$ cat src/rcc_defs.svh
`ifndef RCC_DEFS_SVH
`define RCC_DEFS_SVH

// ----------------------------------------------------------------
// register offsets and reset values
// ----------------------------------------------------------------
`define RCC_RETRY_STATUS_OFS 8'h90
`define RCC_CARD_CTRL_OFS 8'h91
`define RCC_RETRY_STATUS_RST 8'hc0
`define RCC_CARD_CTRL_RST 8'h00
`define RCC_HOST_EN_RST 1'b1
`define RCC_CARD_EN_RST 1'b1

// ----------------------------------------------------------------
// retry status field positions
// ----------------------------------------------------------------
`define RCC_HOST_EN_BIT 7
`define RCC_CARD_EN_BIT 6
`define RCC_EXP_B_BIT 5
`define RCC_EXP_A_BIT 3
`define RCC_EXP_HOST_BIT 1

// ----------------------------------------------------------------
// card control field positions
// ----------------------------------------------------------------
`define RCC_RING_EN_BIT 7
`define RCC_VIDEO_EN_BIT 6
`define RCC_PORT_SEL_BIT 5
`define RCC_AUDIO_EN_BIT 2
`define RCC_SPK_EN_BIT 1
`define RCC_IRQ_FLAG_BIT 0

// ----------------------------------------------------------------
// pin vector positions and timing
// ----------------------------------------------------------------
`define RCC_PIN_IRQ 0
`define RCC_PIN_SPK 2
`define RCC_PIN_AUD 4
`define RCC_PIN_RING 6
`define RCC_NUM_PINS 7
`define RCC_RETRY_TIMEOUT_CLKS 32768
`define RCC_RETRY_TIMEOUT_CYC (`RCC_RETRY_TIMEOUT_CLKS / 1)

`endif

$ cat src/rcc_pkg.sv
`include "rcc_defs.svh"

package rcc_pkg;

    typedef logic [15:0] rcc_cnt_t;
    typedef logic [`RCC_NUM_PINS-1:0] rcc_pins_t;

    typedef struct packed {
        logic run;
        rcc_cnt_t cnt;
        logic expire;
    } rcc_timer_s;

    typedef struct packed {
        logic host_en;
        logic card_en;
        logic [2:0] expired;
        logic ring_en;
        logic [1:0] video_en;
        logic [1:0] port_sel;
        logic [1:0] aud_en;
        logic [1:0] spk_en;
        logic [1:0] irq_flag;
        rcc_pins_t sync1;
        rcc_pins_t sync2;
        rcc_pins_t sync3;
        rcc_pins_t flt;
        logic [7:0] rdata;
        logic rvalid;
        logic power_event;
        logic ring_out;
        logic [1:0] video_hiz;
        logic video_sel0;
        logic video_sel1;
        logic audio_pwm;
        logic spk_out;
        logic spk_oe;
    } rcc_state_s;

endpackage : rcc_pkg

$ cat src/rcc_regs.sv
// Notes on behaviour
// - retried master not back within 2^15 clocks sets its expired flag
// - expired flags stay set until software writes one to that bit
// - status bit 7 enables host retry counter, resets to one
// - status bit 6 enables card retry counter, resets to one
// - status bit 5 flags card target B expiry, write one clears
// - status bit 3 flags card target A expiry, write one clears
// - status bit 1 flags host target expiry, write one clears
// - status bits 4, 2, 0 always read zero
// - control bit 7 gates ring output to power pin or multipurpose pins
// - ring output enable is one bit shared by both functions
// - control bit 6 puts that socket's video pins in high impedance
// - both sockets in video mode: socket 0's bit 5 picks which select signals priority
// - control bits 4 and 3 always read zero
// - bit 2 routes socket audio to pwm pin, socket 0 wins
// - bit 1 routes speaker; output is xor of both sockets
// - speaker pin driven only while some function enables it
// - bit 0 set per socket on card functional interrupt
// - functional interrupt flag stays set until written with one
`include "rcc_defs.svh"

module rcc_regs
    import rcc_pkg::*;
#(
    parameter int unsigned RETRY_LIMIT = `RCC_RETRY_TIMEOUT_CYC
)
(
    input wire logic clk,
    input wire logic nrst,
    input wire logic cfg_func,
    input wire logic [7:0] cfg_addr,
    input wire logic cfg_wr,
    input wire logic cfg_rd,
    input wire logic [7:0] cfg_wdata,
    output logic [7:0] cfg_rdata,
    output logic cfg_rvalid,
    input wire logic [2:0] retry_issue,
    input wire logic [2:0] master_back,
    input wire logic [1:0] card_irq_in,
    input wire logic [1:0] card_speaker_in,
    input wire logic [1:0] card_audio_in,
    input wire logic ring_in,
    input wire logic ring_pin_select,
    output logic power_event_out,
    output logic ring_indicate_out,
    output logic [1:0] video_port_hiz,
    output logic video_select_0,
    output logic video_select_1,
    output logic card_audio_pwm_out,
    output logic speaker_out_pin,
    output logic speaker_out_oe
);

    // ----------------------------------------------------------------
    // retry timers: 0 host target, 1 card target A, 2 card target B
    // ----------------------------------------------------------------
    rcc_state_s q, d;
    logic [2:0] exp_pulse;
    logic [2:0] timer_en;

    assign timer_en = {q.card_en, q.card_en, q.host_en};

    genvar gi;
    generate
        for (gi = 0; gi < 3; gi++)
        begin : g_timer
            rcc_retry_timer #(
                .LIMIT(RETRY_LIMIT)
            ) u_timer (
                .clk(clk),
                .nrst(nrst),
                .enable(timer_en[gi]),
                .retry_issue(retry_issue[gi]),
                .master_back(master_back[gi]),
                .expire(exp_pulse[gi])
            );
        end
    endgenerate

    // ----------------------------------------------------------------
    // decode and read views
    // ----------------------------------------------------------------
    logic wr_status, wr_card, rd_status, rd_card;
    logic [7:0] status_view, card_view;

    // function 1 writes to the status offset are accepted; software is
    // expected to use function 0 only, so no filtering is done here
    assign wr_status = cfg_wr && (cfg_addr == `RCC_RETRY_STATUS_OFS);
    assign wr_card = cfg_wr && (cfg_addr == `RCC_CARD_CTRL_OFS);
    assign rd_status = cfg_rd && (cfg_addr == `RCC_RETRY_STATUS_OFS);
    assign rd_card = cfg_rd && (cfg_addr == `RCC_CARD_CTRL_OFS);

    always_comb
    begin
        status_view = 8'h00;
        status_view[`RCC_HOST_EN_BIT] = q.host_en;
        status_view[`RCC_CARD_EN_BIT] = q.card_en;
        status_view[`RCC_EXP_B_BIT] = q.expired[2];
        status_view[`RCC_EXP_A_BIT] = q.expired[1];
        status_view[`RCC_EXP_HOST_BIT] = q.expired[0];
        card_view = 8'h00;
        card_view[`RCC_RING_EN_BIT] = q.ring_en;
        card_view[`RCC_VIDEO_EN_BIT] = q.video_en[cfg_func];
        card_view[`RCC_PORT_SEL_BIT] = q.port_sel[cfg_func];
        card_view[`RCC_AUDIO_EN_BIT] = q.aud_en[cfg_func];
        card_view[`RCC_SPK_EN_BIT] = q.spk_en[cfg_func];
        card_view[`RCC_IRQ_FLAG_BIT] = q.irq_flag[cfg_func];
    end

    // ----------------------------------------------------------------
    // next state
    // ----------------------------------------------------------------
    logic [2:0] exp_clr;
    logic [1:0] irq_clr;
    logic [1:0] irq_lvl, spk_lvl, aud_lvl, spk_gated;

    assign exp_clr = wr_status ? {cfg_wdata[`RCC_EXP_B_BIT], cfg_wdata[`RCC_EXP_A_BIT],
                                  cfg_wdata[`RCC_EXP_HOST_BIT]} : 3'h0;
    assign irq_clr = (wr_card && cfg_wdata[`RCC_IRQ_FLAG_BIT]) ?
                     (cfg_func ? 2'h2 : 2'h1) : 2'h0;
    assign irq_lvl = q.flt[`RCC_PIN_IRQ +: 2];
    assign spk_lvl = q.flt[`RCC_PIN_SPK +: 2];
    assign aud_lvl = q.flt[`RCC_PIN_AUD +: 2];
    assign spk_gated = spk_lvl & q.spk_en;

    always_comb
    begin
        d = q;
        // pins pass three stages; a change counts once stages 2 and 3 agree
        d.sync1 = {ring_in, card_audio_in, card_speaker_in, card_irq_in};
        d.sync2 = q.sync1;
        d.sync3 = q.sync2;
        for (int i = 0; i < `RCC_NUM_PINS; i++)
        begin
            if (q.sync2[i] == q.sync3[i])
                d.flt[i] = q.sync3[i];
        end

        // set wins over a clear landing in the same cycle
        d.expired = (q.expired & ~exp_clr) | exp_pulse;
        d.irq_flag = (q.irq_flag & ~irq_clr) | irq_lvl;

        if (wr_status)
        begin
            d.host_en = cfg_wdata[`RCC_HOST_EN_BIT];
            d.card_en = cfg_wdata[`RCC_CARD_EN_BIT];
        end
        if (wr_card)
        begin
            d.ring_en = cfg_wdata[`RCC_RING_EN_BIT];
            d.video_en[cfg_func] = cfg_wdata[`RCC_VIDEO_EN_BIT];
            d.port_sel[cfg_func] = cfg_wdata[`RCC_PORT_SEL_BIT];
            d.aud_en[cfg_func] = cfg_wdata[`RCC_AUDIO_EN_BIT];
            d.spk_en[cfg_func] = cfg_wdata[`RCC_SPK_EN_BIT];
        end

        // read answer one cycle after the strobe; unmapped offsets read zero
        d.rvalid = cfg_rd;
        if (rd_status)
            d.rdata = status_view;
        else if (rd_card)
            d.rdata = card_view;
        else
            d.rdata = 8'h00;

        // ring routing: power pin only when select is zero
        d.ring_out = q.ring_en && q.flt[`RCC_PIN_RING];
        d.power_event = q.ring_en && !ring_pin_select && q.flt[`RCC_PIN_RING];

        // video: pins float in video mode; priority only matters for both
        d.video_hiz = q.video_en;
        if (q.video_en == 2'h3)
        begin
            d.video_sel0 = !q.port_sel[0];
            d.video_sel1 = q.port_sel[0];
        end
        else
        begin
            d.video_sel0 = q.video_en[0];
            d.video_sel1 = q.video_en[1];
        end

        // audio: socket 0 takes precedence when both route
        if (q.aud_en[0])
            d.audio_pwm = aud_lvl[0];
        else if (q.aud_en[1])
            d.audio_pwm = aud_lvl[1];
        else
            d.audio_pwm = 1'b0;

        d.spk_out = spk_gated[0] ^ spk_gated[1];
        d.spk_oe = |q.spk_en;
    end

    always_ff @(posedge clk)
    begin
        if (!nrst)
        begin
            q <= '0;
            q.host_en <= `RCC_HOST_EN_RST;
            q.card_en <= `RCC_CARD_EN_RST;
        end
        else
        begin
            q <= d;
        end
    end

    // ----------------------------------------------------------------
    // outputs
    // ----------------------------------------------------------------
    assign cfg_rdata = q.rdata;
    assign cfg_rvalid = q.rvalid;
    assign power_event_out = q.power_event;
    assign ring_indicate_out = q.ring_out;
    assign video_port_hiz = q.video_hiz;
    assign video_select_0 = q.video_sel0;
    assign video_select_1 = q.video_sel1;
    assign card_audio_pwm_out = q.audio_pwm;
    assign speaker_out_pin = q.spk_out;
    assign speaker_out_oe = q.spk_oe;
endmodule : rcc_regs

$ cat src/rcc_retry_timer.sv
`include "rcc_defs.svh"

module rcc_retry_timer
    import rcc_pkg::*;
#(
    parameter int unsigned LIMIT = `RCC_RETRY_TIMEOUT_CYC
)
(
    input wire logic clk,
    input wire logic nrst,
    input wire logic enable,
    input wire logic retry_issue,
    input wire logic master_back,
    output logic expire
);

    rcc_timer_s q, d;

    always_comb
    begin
        d = q;
        d.expire = 1'b0;
        if (!enable)
        begin
            d.run = 1'b0;
            d.cnt = '0;
        end
        else if (master_back)
        begin
            d.run = 1'b0;
            d.cnt = '0;
        end
        else if (retry_issue)
        begin
            d.run = 1'b1;
            d.cnt = '0;
        end
        else if (q.run)
        begin
            if (q.cnt == rcc_cnt_t'(LIMIT - 1))
            begin
                d.expire = 1'b1;
                d.run = 1'b0;
                d.cnt = '0;
            end
            else
            begin
                d.cnt = q.cnt + 16'h0001;
            end
        end
    end

    always_ff @(posedge clk)
    begin
        if (!nrst)
            q <= '0;
        else
            q <= d;
    end

    assign expire = q.expire;
endmodule : rcc_retry_timer

$ cat config.mk
export PLATFORM = sky130hd
export DESIGN_NAME = rcc_regs
export DESIGN_NICKNAME = d
export VERILOG_FILES = /design/src/rcc_pkg.sv /design/src/rcc_regs.sv /design/src/rcc_retry_timer.sv
export VERILOG_INCLUDE_DIRS = /design/src
export SDC_FILE = /design/constraint.sdc
export NUM_CORES = 1
export LEC_CHECK = 0
export BUFFER_PORTS_ARGS = -buffer_cell sky130_fd_sc_hd__buf_2
export CORE_MARGIN = 1
export CORE_UTILIZATION = 45
export CTS_BUF_LIST = sky130_fd_sc_hd__clkbuf_8
export DETAILED_ROUTE_END_ITERATION = 10
export PLACE_DENSITY = 0.73
export SYNTH_ARGS = -nofsm -noshare
export SYNTH_HDL_FRONTEND = slang
export SYNTH_SLANG_ARGS = --single-unit
$ cat constraint.sdc
create_clock -name clk -period 1.6 [get_ports clk]
set_input_delay 0.08 -clock clk [delete_from_list [all_inputs] [get_ports clk]]
set_output_delay 0.08 -clock clk [all_outputs]
set_load 0.01 [all_outputs]
==> flow_metrics.tcl, run 1 <==
set metrics [dict create \
    dieArea_mm2 0.01052 \
    cts-root-buf "clkbuf_8" \
    track_usage_pct 17.77 \
    synth_edf_count 0 \
    worstRegToRegCells 4 \
    avgSynthCellArea_um2 9.349 \
    pin_count 53 \
    worstPathRequired_ps 1940 \
    fin_area_mm2 0.005624 \
    whs_path_depth 2 \
    final-hold-violation-count 0 \
    syn2layout_area_growth_pct 23.52 \
    clkSlewWorstSetupHoldPaths_ps 70 \
    power_mw 5.838 \
    p_leak_nw 2.216 \
    synth_cell_types 44 \
    wire_per_inst_um 12.37 \
    grt_pass1_wl_mm 14.54 \
    antennaDiodeCount 0 \
    place_area_mm2 0.004959 \
    insertion_delay_ps 420 \
    clkSinkCount 115 \
    clock_path_buffers 2 \
    ir_worst_vdd_uv 615.8 \
    cp-start-kind "flip-flop" \
    timing.rr.end "g_timer[2].u_timer.q[16]$_SDFFE_PP0P_" \
    finalWirelength_mm 8.822 \
    detailed_place_hpwl_mm 6.062 \
    io_buffers 50 \
    cts_buffers 17 \
    status "completed" \
    slew_viol_final 0 \
    arrival_ps 1860 \
    die_w_um 102.6 \
    grt_overflow 0 \
    hp-start "cfg_addr[0]" \
    holdWs_ps 60.29 \
    syn_inst 487 \
    ant_nets 0 \
    path_max_fanout 4 \
    fp.dieH_um 102.6 \
    ys_seq_area_share_pct 50.56 \
    ys_ff_latch 115 \
    firstDrtPassIters 5 \
    rr_startpoint "g_timer[2].u_timer.q[1]$_SDFFE_PP0P_" \
    power.density_mw_per_mm2 1038 \
    drc_errors 0 \
    syn_area_mm2 0.004553 \
    rsz0062_at_grt "no" \
    fin_nets 605 \
    gp_congestion 0.7999 \
    grt_max_degree 32 \
    core_area_mm2 0.009774 \
    ys.warnings.count 0 \
    rrSetupSlack_ps 80 \
    drive_gt1_share_pct 20.34 \
    antenna_found_initial 0 \
    fmax_mhz 659.4 \
    synth-async-reset-ratio_pct 0 \
    grt_pass1_vias 3423 \
    period_needed_ps 1517 \
    dr_total_vias 3598 \
    hp-class "in2reg" \
    holdPathEnd "cfg_rdata[3]$_SDFF_PN0_" \
    initial_utilization_pct 46.58 \
    critPathKind "reg2reg" \
    viasPerCell 5.046 \
    finalCritPeriodShare_pct 94.79 \
    cap_violations 0 \
    row_count 36 \
    final-setup-viol-count 0 \
    cts_tree "yes" \
    timing.setup.tns_ps 0 \
    skew_ps 9.141 \
    synth_flop_cell "dfxtp_1" \
    endpoint_kind "flip-flop" \
    drt_iter0_markers 97 \
    htree_levels 4 \
    syn_nets 525 \
]
## synth_stat cells, drive strengths merged, types with 10 or more instances
master | n | area share (%)
a21oi | 13 | 1.4
and2 | 26 | 3.6
buf | 17 | 2.5
clkbuf | 17 | 1.4
dfxtp | 115 | 51
mux2i | 16 | 3.5
nand2 | 43 | 3.5
nand3 | 15 | 1.6
nand4 | 24 | 3.6
nor2 | 43 | 3.5
nor3 | 10 | 1.1
o21ai | 26 | 3.0
xor2 | 27 | 5.2
## worst max path at each step
stage / from / endpoint / cells past startpoint
after floorplan: g_timer[2].u_timer.q[1]$_SDFFE_PP0P_ / g_timer[2].u_timer.q[16]$_SDFFE_PP0P_ / 5
after global placement: g_timer[2].u_timer.q[1]$_SDFFE_PP0P_ / g_timer[2].u_timer.q[16]$_SDFFE_PP0P_ / 4
after detailed placement: g_timer[2].u_timer.q[8]$_SDFFE_PP0P_ / g_timer[2].u_timer.q[16]$_SDFFE_PP0P_ / 4
after CTS: g_timer[2].u_timer.q[8]$_SDFFE_PP0P_ / g_timer[2].u_timer.q[16]$_SDFFE_PP0P_ / 4
after global routing: g_timer[2].u_timer.q[13]$_SDFFE_PP0P_ / g_timer[2].u_timer.q[1]$_SDFFE_PP0P_ / 4
final: g_timer[2].u_timer.q[1]$_SDFFE_PP0P_ / g_timer[2].u_timer.q[16]$_SDFFE_PP0P_ / 4
## per-stage QoR
| stage | std cells | utilization [%] | setup WS (ps) |
|---|---|---|---|
| after global routing | 713 | 57.54 | 23.70 |
| after floorplan | 487 | - | 39.63 |
| after CTS | 713 | 57.23 | 18.66 |
| final | 713 | 57.54 | 83.37 |
| after global placement | 658 | 50.73 | 113.0 |
| after detailed placement | 658 | 50.73 | 49.47 |
## per-layer routing
metal / part of all wire [%] / vias up / wire, µm / GRT usage, %
met2: 48 / 81 / 4263 / 30.92
li1: - / 1837 / - / -
met3: 4.2 / 13 / 367 / 4.610
met1: 46 / 1667 / 4047 / 20.60
met4: 1.6 / 0 / 144 / 7.692
met5: 0 / - / 0 / 0
## cell type report
class,instances,area (µm²)
clock buffer,17,234.0
inverter,9,33.78
multi-input combinational,329,2068
tap,133,166.4
sequential,115,2305
clock inverter,15,171.4
timing repair buffer,95,645.6
fill,841,4150
## worst max-delay path, cell delays in order (launching register included)
cell and delay, ps:
dfxtp_1 330, ha_1 240, and4_1 230, or4_1 500, a21oi_1 140
## sequential cells by signal, summed over array words and instances (netlist names), 2 cells and up
signal	cells
video_port_hiz	2
q	23
irq_lvl	2
cfg_rdata	7
g_timer.u_timer.q	51
aud_lvl	2
d	16
g_timer.u_timer.expire	3
## cell families after synthesis
| family | Yosys count | synth area share, % |
|---|---|---|
| buffers and inverters | 43 | 4.617 |
| xor gates and xnor gates | 36 | 6.925 |
| and+or+nand+nor | 211 | 25.09 |
| adders and majority gates | 3 | 0.8245 |
| other | 1 | 0.08236 |
| AOI/OAI and AO/OA | 62 | 8.382 |
| DFF | 115 | 50.56 |
| muxes | 16 | 3.517 |
## power by group
| group | internal (mW) | switching, mW |
|---|---|---|
| Combinational | 0.115 | 0.0921 |
| Clock | 1.43 | 1.30 |
| Sequential | 2.89 | 0.0165 |
| Total | 4.43 | 1.40 |
## what timing repair did
item                                    CTS  global route
endpoints found under the setup margin    0            18
setup buffers                             0             0
hold buffers                             23             0
endpoints found under the hold margin    30             0
gates resized for setup                   0            11
## placed cells by master, fill, tap and decap left out, drive strengths merged, types with 10 or more instances in the layout
cell type and n:
mux2i 16, clkbuf 17, nor3 10, and2 26, nand3 15, xor2 27
nand2 43, buf 72, a21oi 13, nand4 24, dlygate4sd3 23, o21ai 26
dfxtp 115, inv 16, nor2 43
Power figures use the tool's default switching activity.
==> run 2, diff against run 1 <==
CELL_PAD_IN_SITES_DETAIL_PLACEMENT = 1   (was not set)
CELL_PAD_IN_SITES_GLOBAL_PLACEMENT = 1   (was not set)
CORE_UTILIZATION = 42   (was 45)
PLACE_DENSITY = 0.84   (was 0.73)
==> flow_metrics.tcl, run 2 (synthesis gave the netlist of run 1 again) <==
set metrics [dict create \
    grt_pass1_vias 4158 \
    track_usage_pct 22.22 \
    clkSlewWorstSetupHoldPaths_ps 70 \
    clock_path_buffers 2 \
    rsz0062_at_grt "yes" \
    worstPathRequired_ps 1910 \
    detailed_place_hpwl_mm 7.474 \
    syn2layout_area_growth_pct 26.68 \
    ir_worst_vdd_uv 629.0 \
    final-setup-viol-count 0 \
    rrSetupSlack_ps 60 \
    final_common_cell "dfxtp_1" \
    regMostFlops "g_timer.u_timer.q" \
    dieArea_mm2 0.01126 \
    fin_area_mm2 0.005768 \
    die_w_um 106.1 \
    wire_per_inst_um 15.98 \
    ant_nets 0 \
    pwr-share-seq_pct 46.6 \
    drc_errors 0 \
    hp-class "in2reg" \
    timing.final.ws_setup_ps 63.00 \
    period_needed_ps 1537 \
    cap_violations 0 \
    dr_total_vias 3815 \
    antenna_found_initial 0 \
    endpoint_kind "flip-flop" \
    finalCritPeriodShare_pct 96.06 \
    place_area_mm2 0.005015 \
    post_cts_buffers 0 \
    drive_gt1_share_pct 21.77 \
    clockPowerShare_pct 49.8 \
    fp.dieH_um 106.1 \
    grt_pass1_wl_mm 19.40 \
    skew_ps 6.020 \
    fmax_mhz 650.6 \
    firstDrtPassIters 4 \
    critPathKind "reg2reg" \
    power_frac_comb_pct 3.6 \
    power.density_mw_per_mm2 1082 \
    switching_share_pct 20.43 \
    antennaDiodeCount 0 \
    switchingPower_mw 1.275 \
    grt_max_degree 54 \
    fin_nets 613 \
    core_area_mm2 0.01042 \
    viasPerCell 5.269 \
    cts-root-buf "clkbuf_8" \
    gp_congestion 0.7807 \
    slew_viol_final 0 \
    arrival_ps 1850 \
    row_count 37 \
    finalWirelength_mm 11.57 \
    grt_overflow 0 \
    cts_tree "yes" \
    pin_count 53 \
    post-place-ws_ps -19.95 \
    p_int_mw 4.968 \
    drt_iter0_markers 116 \
    p_leak_nw 2.301 \
    path_max_fanout 5 \
    htree_levels 4 \
    clkSinkCount 115 \
    final-hold-violation-count 0 \
    largest_register_ffs 51 \
    insertion_delay_ps 430 \
    cts_buffers 17 \
    layout_common_cells "dfxtp_1, buf_2, nor2_1, nand2_1, buf_4" \
    status "completed" \
    initial_utilization_pct 43.71 \
    cp-start-kind "flip-flop" \
    io_buffers 50 \
]
## run 2: cell types whose count changed in the layout (fill, tap and decap cells not counted), moves of 2 or more
cell | before | now
inv_6 | 6 | 0
bufinv_16 | 2 | 5
buf_4 | 22 | 29
and3_1 | 9 | 7
clkbuf_8 | 17 | 20
inv_1 | 9 | 12
clkinv_4 | 4 | 0
## run 2: timing repair
action | CTS | global route
gates resized for setup | 3 | 15
endpoints found under the setup margin | 7 | 25
cloned | 0 | 0
hold endpoints to repair | 27 | 0
hold buffers | 24 | 0
## run 2: path summary, 6_finish.rpt
| check | startpoint | end | cells after the start |
|---|---|---|---|
| worst max-delay path | g_timer[2].u_timer.q[15]$_SDFFE_PP0P_ | g_timer[2].u_timer.q[2]$_SDFFE_PP0P_ | 4 |
| worst min-delay path | cfg_addr[0] | cfg_rdata[3]$_SDFF_PN0_ | 2 |
| worst max register to register | g_timer[2].u_timer.q[15]$_SDFFE_PP0P_ | g_timer[2].u_timer.q[2]$_SDFFE_PP0P_ | 4 |
| worst min register to register | d[37]$_SDFF_PN0_ | d[30]$_SDFF_PN0_ | 1 |
## run 2: power groups by stage
stage | logic, mW | registers, mW | clock network, mW
after floorplan | 0.0912 | 2.97 | 0
after global placement | 0.166 | 2.97 | 0
after detailed placement | 0.173 | 2.97 | 0
after CTS | 0.221 | 2.91 | 3.18
after global routing | 0.245 | 2.91 | 3.29
final | 0.223 | 2.91 | 3.11
## run 2: per-stage QoR
| stage | utilization [%] | instances | total power, mW | TNS [ps] | hold slack, ps |
|---|---|---|---|---|---|
| final | 55.38 | 724 | 6.243 | 0 | 54.20 |
| after global routing | 55.38 | 724 | 6.447 | -15.47 | 74.78 |
| after CTS | 54.98 | 724 | 6.312 | 0 | 32.44 |
| after detailed placement | 48.14 | 668 | 3.145 | -19.95 | 259.3 |
| after global placement | 48.14 | 668 | 3.136 | 0 | 253.8 |
| after floorplan | - | 487 | 3.058 | 0 | 151.6 |
## run 2: per-layer routing
metal  global-route usage, %  up-vias  part of all wire, %
li1                        -     1853                    -
met1                   23.80     1866                   42
met2                   41.09       75                   54
met3                   4.905       21                  3.0
met4                   10.42        0                  1.7
met5                       0        -                    0
## run 2: area by class of cell
cell class | instances | area (µm²)
fill | 1200 | 4648
clock inverter | 12 | 186.4
inverter | 9 | 33.78
tap | 136 | 170.2
timing repair buffer | 103 | 708.2
sequential | 115 | 2305
multi-input combinational | 329 | 2090
clock buffer | 20 | 275.3
## run 2: critical path, cell delays in order, from the launching register on
cell	delay [ps]
dfxtp_1	390
nand4_1	190
or2_2	380
o311ai_1	330
a21oi_1	120
